### config.mk
export PLATFORM = sky130hd
export DESIGN_NAME = ocs_clock_select
export DESIGN_NICKNAME = d
export VERILOG_FILES = /design/src/core/ocs_pkg.sv /design/src/core/ocs_clock_select.sv /design/src/core/ocs_sync.sv
export SDC_FILE = /design/constraint.sdc
export NUM_CORES = 1
export LEC_CHECK = 0
export BUFFER_PORTS_ARGS = -buffer_cell sky130_fd_sc_hd__buf_2
export CORE_MARGIN = 2
export CORE_UTILIZATION = 50
export DETAILED_ROUTE_END_ITERATION = 6
export HOLD_SLACK_MARGIN = 0.02
export PLACE_DENSITY_LB_ADDON = 0.08
export SLEW_MARGIN = 5
export SYNTH_ARGS = -nofsm -noshare
export SYNTH_HDL_FRONTEND = slang
export SYNTH_SLANG_ARGS = --single-unit
export TNS_END_PERCENT = 50
### constraint.sdc
create_clock -name clk_sys -period 2.55 [get_ports clk_sys]
set_input_delay 0.1275 -clock clk_sys [delete_from_list [all_inputs] [get_ports clk_sys]]
set_output_delay 0.1275 -clock clk_sys [all_outputs]
set_load 0.02 [all_outputs]
### src/core/ocs_pkg.sv
// Constants for the oscillator watchdog and clock mode selection block.
package ocs_pkg;

  // ----------------------------------------
  // Mode codes taken from the three mode pins.
  // ----------------------------------------
  localparam logic [2:0] MODE_X4       = 3'h7;
  localparam logic [2:0] MODE_X3       = 3'h6;
  localparam logic [2:0] MODE_X8       = 3'h5;
  localparam logic [2:0] MODE_X5       = 3'h4;
  localparam logic [2:0] MODE_DIRECT   = 3'h3;
  localparam logic [2:0] MODE_X10      = 3'h2;
  localparam logic [2:0] MODE_PRESCALE = 3'h1;
  localparam logic [2:0] MODE_X16      = 3'h0;

  // ----------------------------------------
  // PLL settings per mode.
  // ----------------------------------------
  localparam logic [2:0] IN_DIV_4   = 3'h4;
  localparam logic [2:0] IN_DIV_2   = 3'h2;
  localparam logic [2:0] IN_DIV_1   = 3'h1;
  localparam logic [6:0] VCO_MUL_64 = 7'h40;
  localparam logic [6:0] VCO_MUL_48 = 7'h30;
  localparam logic [6:0] VCO_MUL_40 = 7'h28;
  localparam logic [6:0] VCO_MUL_0  = 7'h00;
  localparam logic [2:0] PLL_DIV_4  = 3'h4;
  localparam logic [2:0] PLL_DIV_2  = 3'h2;
  localparam logic [2:0] PLL_DIV_1  = 3'h1;
  localparam logic [4:0] FACTOR_16  = 5'h10;
  localparam logic [4:0] FACTOR_10  = 5'h0a;
  localparam logic [4:0] FACTOR_8   = 5'h08;
  localparam logic [4:0] FACTOR_5   = 5'h05;
  localparam logic [4:0] FACTOR_4   = 5'h04;
  localparam logic [4:0] FACTOR_3   = 5'h03;
  localparam logic [4:0] FACTOR_1   = 5'h01;

  // ----------------------------------------
  // Watchdog and configuration constants.
  // ----------------------------------------
  localparam int         OWD_OVF_CYCLES   = 16;
  localparam int         SYSTEM_CONFIG_REGISTER_OSC_WATCHDOG_DISABLE_BIT = 4;

  typedef enum logic [2:0] {
    OCS_EXT   = 3'b001,
    OCS_SWAP  = 3'b010,
    OCS_BACK  = 3'b100
  } ocs_src_e;

endpackage

### src/core/ocs_clock_select.sv
// Clock mode selection, oscillator watchdog and backup clock switch.
// How it works
// Mode pins sampled during reset select clock mode, held until next reset.
// Watchdog supervision exists only in direct and prescaled direct modes.
// Watchdog is enabled after reset without software action.
// Writing one to configuration bit 4 disables the watchdog.
// Enabled watchdog runs PLL free-running; each PLL clock increments counter.
// Every external clock transition clears the watchdog counter.
// Sixteen PLL clocks without a transition overflow the counter, meaning failure.
// Overflow moves CPU clock to PLL free-running clock and flags interrupt.
// Backup clock stays selected even when external clock returns.
// Only a reset returns the CPU clock to the external input.
// Disabled watchdog uses external clock only and powers the PLL off; disabled after a swap, backup clock stays selected with the PLL off.
// Other mode codes enable the PLL and multiply the crystal frequency.
// In PLL modes the PLL resynchronises smoothly every F input transitions.
// Codes 111,110,101,100 use divide 4, multiply 64,48,64,40, divide 4,4,2,2.
// Code 010 is /2, x40, /2; code 000 is /2, x64, /2.
// Code 011 bypasses the PLL; code 001 bypasses and halves in prescaler while the external clock is selected.
// Integrator keeps PLL input, VCO and CPU clock within their ranges.
// Switch to the backup clock is glitch-free.
`timescale 1ns/10ps
module ocs_clock_select (
  input  wire logic       clk_sys,
  input  wire logic       rst,
  input  wire logic [2:0] clock_mode_pins,
  input  wire logic       crystal_input_pin,
  input  wire logic       pll_free_clk,
  input  wire logic       cfg_write,
  input  wire logic [7:0] system_config_register,
  output logic [2:0]      clock_mode,
  output logic            pll_enable,
  output logic            pll_free_run,
  output logic [2:0]      in_prescale,
  output logic [6:0]      vco_multiply,
  output logic [2:0]      pll_divide,
  output logic            out_prescale_half,
  output logic [4:0]      clock_factor,
  output logic            resync_pulse,
  output logic            owd_enabled,
  output logic            owd_irq_flag,
  output logic            sel_ext_clk,
  output logic            sel_backup_clk
);

  // ----------------------------------------
  // Input synchronisers.
  // ----------------------------------------
  logic xtal_s;
  logic xtal_chg;
  logic pll_s;
  logic pll_chg;

  ocs_sync u_xtal_sync (
    .clk_sys (clk_sys),
    .rst     (rst),
    .din     (crystal_input_pin),
    .dout    (xtal_s),
    .changed (xtal_chg)
  );

  ocs_sync u_pll_sync (
    .clk_sys (clk_sys),
    .rst     (rst),
    .din     (pll_free_clk),
    .dout    (pll_s),
    .changed (pll_chg)
  );

  logic pll_rise;
  assign pll_rise = pll_chg & pll_s;

  // ----------------------------------------
  // Mode capture and PLL settings.
  // ----------------------------------------
  logic [2:0] mode_q;
  logic [2:0] mode_d;
  logic       direct_mode;
  logic [2:0] in_pre_c;
  logic [6:0] vco_c;
  logic [2:0] div_c;
  logic [4:0] fac_c;

  always_comb begin
    mode_d = rst ? clock_mode_pins : mode_q;
  end

  always_ff @(posedge clk_sys) begin
    mode_q <= mode_d;
  end

  assign direct_mode = (mode_q == ocs_pkg::MODE_DIRECT) || (mode_q == ocs_pkg::MODE_PRESCALE);

  always_comb begin
    in_pre_c = ocs_pkg::IN_DIV_1;
    vco_c    = ocs_pkg::VCO_MUL_0;
    div_c    = ocs_pkg::PLL_DIV_1;
    fac_c    = ocs_pkg::FACTOR_1;
    case (mode_q)
      ocs_pkg::MODE_X4: begin
        in_pre_c = ocs_pkg::IN_DIV_4; vco_c = ocs_pkg::VCO_MUL_64;
      end
      default: ;
    endcase
    case (mode_q)
      ocs_pkg::MODE_X4: begin
        div_c = ocs_pkg::PLL_DIV_4;
        fac_c = ocs_pkg::FACTOR_4;
      end
      ocs_pkg::MODE_X3: begin
        in_pre_c = ocs_pkg::IN_DIV_4;
        vco_c    = ocs_pkg::VCO_MUL_48;
        div_c    = ocs_pkg::PLL_DIV_4;
        fac_c    = ocs_pkg::FACTOR_3;
      end
      ocs_pkg::MODE_X8: begin
        in_pre_c = ocs_pkg::IN_DIV_4;
        vco_c    = ocs_pkg::VCO_MUL_64;
        div_c    = ocs_pkg::PLL_DIV_2;
        fac_c    = ocs_pkg::FACTOR_8;
      end
      ocs_pkg::MODE_X5: begin
        in_pre_c = ocs_pkg::IN_DIV_4;
        vco_c    = ocs_pkg::VCO_MUL_40;
        div_c    = ocs_pkg::PLL_DIV_2;
        fac_c    = ocs_pkg::FACTOR_5;
      end
      ocs_pkg::MODE_X10: begin
        in_pre_c = ocs_pkg::IN_DIV_2;
        vco_c    = ocs_pkg::VCO_MUL_40;
        div_c    = ocs_pkg::PLL_DIV_2;
        fac_c    = ocs_pkg::FACTOR_10;
      end
      ocs_pkg::MODE_X16: begin
        in_pre_c = ocs_pkg::IN_DIV_2;
        vco_c    = ocs_pkg::VCO_MUL_64;
        div_c    = ocs_pkg::PLL_DIV_2;
        fac_c    = ocs_pkg::FACTOR_16;
      end
      default: begin
        in_pre_c = ocs_pkg::IN_DIV_1;
        vco_c    = ocs_pkg::VCO_MUL_0;
        div_c    = ocs_pkg::PLL_DIV_1;
        fac_c    = ocs_pkg::FACTOR_1;
      end
    endcase
  end

  // ----------------------------------------
  // Watchdog enable, counter and source switch.
  // ----------------------------------------
  logic       owd_en_q;
  logic       owd_en_d;
  logic [4:0] wd_cnt_q;
  logic [4:0] wd_cnt_d;
  logic       irq_q;
  logic       irq_d;
  logic [4:0] rs_cnt_q;
  logic [4:0] rs_cnt_d;
  logic       rs_q;
  logic       rs_d;
  ocs_pkg::ocs_src_e src_q;
  ocs_pkg::ocs_src_e src_d;
  logic       overflow;
  logic       wd_active;

  localparam logic [4:0] OVF_LAST = 5'(ocs_pkg::OWD_OVF_CYCLES - 1);

  assign wd_active = direct_mode & owd_en_q & (src_q == ocs_pkg::OCS_EXT);
  assign overflow  = wd_active & pll_rise & ~xtal_chg & (wd_cnt_q == OVF_LAST);

  always_comb begin
    owd_en_d = owd_en_q;
    if (cfg_write && system_config_register[ocs_pkg::SYSTEM_CONFIG_REGISTER_OSC_WATCHDOG_DISABLE_BIT]) begin
      owd_en_d = 1'b0;
    end
    wd_cnt_d = wd_cnt_q;
    if (!wd_active || xtal_chg) begin
      wd_cnt_d = '0;
    end else if (pll_rise && wd_cnt_q != OVF_LAST) begin
      wd_cnt_d = wd_cnt_q + 5'h01;
    end
    irq_d = irq_q | overflow;
    src_d = src_q;
    case (src_q)
      ocs_pkg::OCS_EXT:  if (overflow) src_d = ocs_pkg::OCS_SWAP;
      ocs_pkg::OCS_SWAP: if (pll_chg && !pll_s) src_d = ocs_pkg::OCS_BACK;
      ocs_pkg::OCS_BACK: src_d = ocs_pkg::OCS_BACK;
      default:           src_d = ocs_pkg::OCS_EXT;
    endcase
    rs_cnt_d = rs_cnt_q;
    rs_d     = 1'b0;
    if (!direct_mode && xtal_chg) begin
      if (rs_cnt_q + 5'h01 >= fac_c) begin
        rs_cnt_d = '0;
        rs_d     = 1'b1;
      end else begin
        rs_cnt_d = rs_cnt_q + 5'h01;
      end
    end
  end

  always_ff @(posedge clk_sys) begin
    if (rst) begin
      owd_en_q <= 1'b1;
      wd_cnt_q <= '0;
      irq_q    <= 1'b0;
      src_q    <= ocs_pkg::OCS_EXT;
      rs_cnt_q <= '0;
      rs_q     <= 1'b0;
    end else begin
      owd_en_q <= owd_en_d;
      wd_cnt_q <= wd_cnt_d;
      irq_q    <= irq_d;
      src_q    <= src_d;
      rs_cnt_q <= rs_cnt_d;
      rs_q     <= rs_d;
    end
  end

  // ----------------------------------------
  // Registered outputs.
  // ----------------------------------------
  always_ff @(posedge clk_sys) begin
    if (rst) begin
      clock_mode        <= 3'h0;
      pll_enable        <= 1'b0;
      pll_free_run      <= 1'b0;
      in_prescale       <= ocs_pkg::IN_DIV_1;
      vco_multiply      <= ocs_pkg::VCO_MUL_0;
      pll_divide        <= ocs_pkg::PLL_DIV_1;
      out_prescale_half <= 1'b0;
      clock_factor      <= ocs_pkg::FACTOR_1;
      resync_pulse      <= 1'b0;
      owd_enabled       <= 1'b0;
      owd_irq_flag      <= 1'b0;
      sel_ext_clk       <= 1'b1;
      sel_backup_clk    <= 1'b0;
    end else begin
      clock_mode        <= mode_q;
      pll_enable        <= ~direct_mode | owd_en_q; // see R11
      pll_free_run      <= direct_mode & owd_en_q;
      in_prescale       <= in_pre_c;
      vco_multiply      <= vco_c;
      pll_divide        <= div_c;
      out_prescale_half <= (mode_q == ocs_pkg::MODE_PRESCALE) & (src_q == ocs_pkg::OCS_EXT);
      clock_factor      <= fac_c;
      resync_pulse      <= rs_q;
      owd_enabled       <= direct_mode & owd_en_q;
      owd_irq_flag      <= irq_q;
      sel_ext_clk       <= (src_q == ocs_pkg::OCS_EXT);
      sel_backup_clk    <= (src_q == ocs_pkg::OCS_BACK);
    end
  end

endmodule

### src/core/ocs_sync.sv
// Two-stage synchroniser with a change detector on the second stage.
`timescale 1ns/10ps
module ocs_sync (
  input  wire logic clk_sys,
  input  wire logic rst,
  input  wire logic din,
  output logic      dout,
  output logic      changed
);
  logic s1_q;
  logic s2_q;
  logic s3_q;
  logic s1_d;
  logic s2_d;
  logic s3_d;

  always_comb begin
    s1_d = din;
    s2_d = s1_q;
    s3_d = s2_q;
  end

  always_ff @(posedge clk_sys) begin
    if (rst) begin
      s1_q <= 1'b0;
      s2_q <= 1'b0;
      s3_q <= 1'b0;
    end else begin
      s1_q <= s1_d;
      s2_q <= s2_d;
      s3_q <= s3_d;
    end
  end

  assign dout    = s2_q;
  assign changed = s2_q ^ s3_q;
endmodule

==> metrics.txt, run 1 <==
most common cell in the netlist dfxtp_1; clk slew on worst S/H paths 0.08 ns; clock tree sinks 49; core area 3630 um^2; Largest delay share family, worst path simple AND/OR/NAND/NOR gates; maximum VDD drop 0.000453 V; Fill cells 330; Final Worst Setup Slack 0.256 ns; worst hold path type in -> reg; worst slew pin tran 0.628 ns; Period minus WS final 2.29 ns; critical path class reg -> reg; All-Layer GR Usage 0.167; Synth top area share 0.494; setup TNS 0 ns; I/O Buffers 34; CTS tree yes; total grt overflow 0; Hold Path Depth 2; area taken by flip-flops and latches 1010 um^2; Post-synth EDFFs 3; Required @ worst endpoint 2.79 ns; Final Hold Vio Count 0; Worst path max stage delay 0.52 ns; hpwl dp 2230 um; Post-CTS Resized 0; reg2reg start mode_q[0]; Power Dens Cells 661 nW/um^2; Setup crit end kind register; largest net degree at the start of global routing 37; max_cap viols 0; die area ~4200 um^2; CTS Root Cell clkbuf_8; row count 22; CP Launch Type register; Critical-path top delay cell edfxtp_1; synth warn 0; DR DRC count 0; critical path data arrival time 2.53 ns; Yosys cell types 36; post-route ant nets 0; Post-Place Setup Slack 0.279 ns; Final Power about 0.0014 W; hold_buf cts 3; Synth area leader dfxtp_1; CTS Buffer Depth 2; clock skew 0.00903 ns; RSZ-0062 raised after global routing false; vias in the first global route about 1200; Nets 241; Tcrit/Tclk final 0.900; hold path startpoint crystal_input_pin; via-per-instance ratio 4.86; largest cells by area after synthesis dfxtp_1 (49%), ha_1 (7.4%), edfxtp_1 (4.8%); initial antenna violation count 0; DR pass1 iterations 4; Reg2Reg Depth 6; layout cells sized above 1 0.223; routability cong. roughly 0.85; routed wire length 3140 um; Die Y roughly 65 um; endpoints failing setup 0; total I/O pin count 45; CP dominant cell by count ha_1; H-tree depth 2; relative slew slack 0.582; R2R setup slack 0.26 ns; Yosys reg bits 49; hold endpoint u_xtal_sync.s1_q; Synth top cells by count dfxtp_1 (46), nor2_1 (16), ha_1 (11); Mapped Cells 178; global-route wire length before repair 5240 um; Avg Cell Area, Syn 10.5 um^2; Die X-Extent 65.0 um; crit-path max FO 8; DRT iter0 DRCs 35; Pleak 0.944 nW; Routed wire per std cell 11.9 um; ANT cells 0; hold_ws between 0.03 and 0.04 ns; multi-input logic area 773 um^2; Slew Limit Fails 0; post-synthesis sequential area ratio 0.543; ys flop type dfxtp_1; cell chain of the critical path ha_1 -> or3_1 -> ha_1 -> nand4b_1 -> o31ai_2 -> nor2b_1; WP buf/inv 0; Post-Syn Area 1860 um^2; Starting Density 0.513; synth-to-layout area growth 16.2%; status complete, no violations; Skew-Pair Late Insertion Delay ~0.3 ns; Max Clock Freq 436 MHz; routed vias between 1000 and 1500; worst flop-to-flop path endpoint rs_q; utilization after layout 0.596; TritonCTS buffer count 5; Post-CTS Setup Inserts 0; FFs w/ async S/R, synth 0
[report_power, final]
part           total, W  switching, W  leakage (nW)  internal (W)
clock network  0.000454      0.000233        0.0455      0.000221
registers      0.000821     0.0000172         0.405      0.000804
logic          0.000155     0.0000956         0.493     0.0000598
[stage by stage]
stage,instance area (um^2),instances
2_1_floorplan,1870,180
3_3_place_gp,2040,252
3_5_place_dp,2040,252
4_1_cts,2160,263
5_1_grt,2160,263
6_report,2160,263
[area by class of cell]
type,count,share of cell area
Sequential cell,49,0.467
Inverter,6,0.0104
Timing Repair Buffer,38,0.0960
Tap cell,48,0.0277
Multi-Input combinational cell,114,0.357
Clock buffer,8,0.0416
[state kept, by name, summed over array words and instances (netlist names), 3 cells and up]
name / cells
clock_factor: 5
clock_mode: 3
in_prescale: 3
mode_q: 3
rs_cnt_q: 5
src_q: 3
vco_multiply: 4
wd_cnt_q: 5
[worst max path at each step]
stage	start	to	slack (ns)	cells past startpoint
3_3_place_gp	mode_q[0]	rs_q	0.29	6
5_1_grt	mode_q[0]	rs_q	0.08	8
4_1_cts	mode_q[0]	rs_cnt_q[1]	0.26	6
2_1_floorplan	mode_q[2]	rs_q	0.44	8
6_report	mode_q[0]	rs_q	0.26	6
3_5_place_dp	mode_q[0]	rs_cnt_q[1]	0.28	6
[logic make-up after synthesis]
kind of cell	share of synthesized area
flops	0.543
compound gates	0.0470
xor+xnor	0.0698
mux	0.0107
fa+ha+maj	0.0739
other cells	0.00201
simple gates	0.208
buf+inv	0.0463
[placed cells by master (no fill, tap or decap), drive strengths merged, types with 7 or more instances in the layout]
master / Yosys / layout
dfxtp: 46 / 46
buf: 8 / 35
nor2: 16 / 16
ha: 11 / 11
nor2b: 10 / 10
xnor2: 10 / 10
nor3: 9 / 9
clkbuf: 3 / 8
nand2: 7 / 7
[layer usage]
metal / routed length, um / vias to the layer above / global-route usage / part of all wire
li1: - / 656 / - / -
met2: 1520 / 33 / 0.296 / 0.48
met3: 204 / 6 / 0.0642 / 0.065
met1: 1350 / 583 / 0.170 / 0.43
met5: 0 / - / 0 / 0
met4: 61 / 0 / 0.0859 / 0.019
No activity file was read; power rests on OpenSTA's default activity.
==> run 2, diff against run 1 <==
--- a/config.mk
+++ b/config.mk
@@ -8,8 +8,9 @@
 export BUFFER_PORTS_ARGS = -buffer_cell sky130_fd_sc_hd__buf_2
 export CORE_MARGIN = 2
 export CORE_UTILIZATION = 50
+export CTS_CLUSTER_DIAMETER = 80
 export DETAILED_ROUTE_END_ITERATION = 6
-export HOLD_SLACK_MARGIN = 0.02
+export HOLD_SLACK_MARGIN = 0.05
 export PLACE_DENSITY_LB_ADDON = 0.08
 export SLEW_MARGIN = 5
 export SYNTH_ARGS = -nofsm -noshare
==> metrics.txt, run 2 (synthesized netlist as in run 1, its figures left out) <==
Starting Density 0.513 (unchanged); Post-CTS Resized 0 (unchanged); endpoints failing setup 0 (unchanged); Worst path max stage delay 0.52 ns (about the same); via-per-instance ratio 4.85 (-0.21%); row count 22 (unchanged); max_cap viols 0 (unchanged); CP Launch Type register; post-route ant nets 0 (unchanged); clk slew on worst S/H paths 0.08 ns (about the same); area taken by flip-flops and latches 1010 um^2 (unchanged); largest net degree at the start of global routing 37 (unchanged); commonest cells after routing, fill and taps aside dfxtp_1 (46), buf_2 (34), nor2_1 (16); total I/O pin count 45 (unchanged); TritonCTS buffer count 5 (unchanged); ANT cells 0 (unchanged); hpwl dp 2230 um (unchanged); global-route wire length before repair 5240 um (unchanged); relative slew slack 0.582 (about the same); maximum VDD drop 0.000453 V (about the same); Routed wire per std cell 11.8 um (-0.75%); routability cong. 0.847 (unchanged); DR DRC count 0 (unchanged); H-tree depth 2 (unchanged); RSZ-0062 raised after global routing false; CTS Root Cell clkbuf_8; multi-input logic area 773 um^2 (unchanged); status complete, no violations; Critical-path top delay cell edfxtp_1; Period minus WS final 2.29 ns (-0.00000700 ns); vias in the first global route 1234 (unchanged); routed vias 1285 (+0.55%); Fill cells 328 (-0.61%); cell chain of the critical path ha_1 -> or3_1 -> ha_1 -> nand4b_1 -> o31ai_2 -> nor2b_1; I/O Buffers 34 (unchanged); synth-to-layout area growth 17.3%; critical path data arrival time 2.53 ns (about the same); Skew-Pair Late Insertion Delay 0.30 ns (about the same); Required @ worst endpoint 2.79 ns (about the same); core area 3630 um^2 (unchanged); layout cells sized above 1 0.221 (-0.00206); CP dominant cell by count ha_1; most common cell after layout, fill and taps aside dfxtp_1; Max Clock Freq 436 MHz (about the same); biggest regs clock_factor x5, rs_cnt_q x5, wd_cnt_q x5; DR pass1 iterations 4 (unchanged); CTS Buffer Depth 2 (unchanged); Die Y 65.0 um (unchanged); All-Layer GR Usage 0.167 (unchanged); Final Power 0.00143 W (+0.14%); Nets 243 (+0.83%); routed wire length 3140 um (unchanged); total grt overflow 0 (unchanged); Slew Limit Fails 0 (unchanged); Post-CTS Setup Inserts 0 (unchanged); setup TNS 0 ns (unchanged); clock tree sinks 49 (unchanged); CTS tree yes; Setup crit end kind register; Final Hold Vio Count 0 (unchanged); Power Dens Cells 656 nW/um^2 (-0.77%); Pleak 0.953 nW (+0.88%); critical path class reg -> reg; Tcrit/Tclk final 0.900 (about the same); die area 4230 um^2 (unchanged); clock skew 0.00906 ns (+0.0000306 ns); initial antenna violation count 0 (unchanged); worst hold path type in -> reg; DRT iter0 DRCs 31 (-11%); hold_buf cts 5 (+2); crit-path max FO 8 (unchanged); Die X-Extent 65.0 um (unchanged); worst slew pin tran 0.627 ns (-0.000544 ns)
## run 2: cell count changes in the layout (fill, tap and decap cells not counted), sizes merged
cell | previous run | this run
dlygate4sd3 | 3 | 5
## run 2: path summary, 6_finish.rpt
check	end	cells after the start	startpoint	slack, ns
worst min register to register	owd_irq_flag	2	irq_q	0.44
worst max-delay path	rs_q	6	mode_q[0]	0.26
worst max register to register	rs_q	6	mode_q[0]	0.26
worst min-delay path	owd_en_q	3	system_config_register[4]	0.09
## run 2: final cells by class
class                      count  area share
inverter                       6      0.0103
sequential                    49       0.463
timing repair buffer          40       0.104
tap                           48      0.0275
clock buffer                   8      0.0412
multi-input combinational    114       0.354
## run 2: report_power, final
| group | switching [W] | total, W | internal (W) | leakage (nW) |
|---|---|---|---|---|
| registers | 0.0000173 | 0.000822 | 0.000804 | 0.405 |
| clock network | 0.000233 | 0.000454 | 0.000221 | 0.0455 |
| logic | 0.0000958 | 0.000157 | 0.0000617 | 0.502 |
## run 2: worst max-delay path, delay by kind of cell (launching register included)
family / cells / cell delay [ns]
compound gates: 1 / 0.40
fa+ha+maj: 2 / 0.59
flops: 1 / 0.52
simple gates: 3 / 0.70
## run 2: per-layer routing
metal  up-vias  routed length [um]  global-route usage
li1        659                   -                   -
met1       587                1350               0.170
met2        33                1520               0.296
met3         6                 200              0.0642
met4         0                  61              0.0859
met5         -                   0                   0
## run 2: stage by stage
stage / hold slack [ns] / cells / setup WS [ns] / area [um^2] / utilization
final: 0.0903 / 265 / 0.256 / 2180 / 0.601
after global routing: 0.104 / 265 / 0.0758 / 2180 / 0.601
after CTS: 0.0867 / 265 / 0.255 / 2180 / 0.601
after detailed placement: 0.306 / 252 / 0.279 / 2040 / 0.563
after global placement: 0.308 / 252 / 0.288 / 2040 / 0.563
after floorplan: 0.202 / 180 / 0.437 / 1870 / -
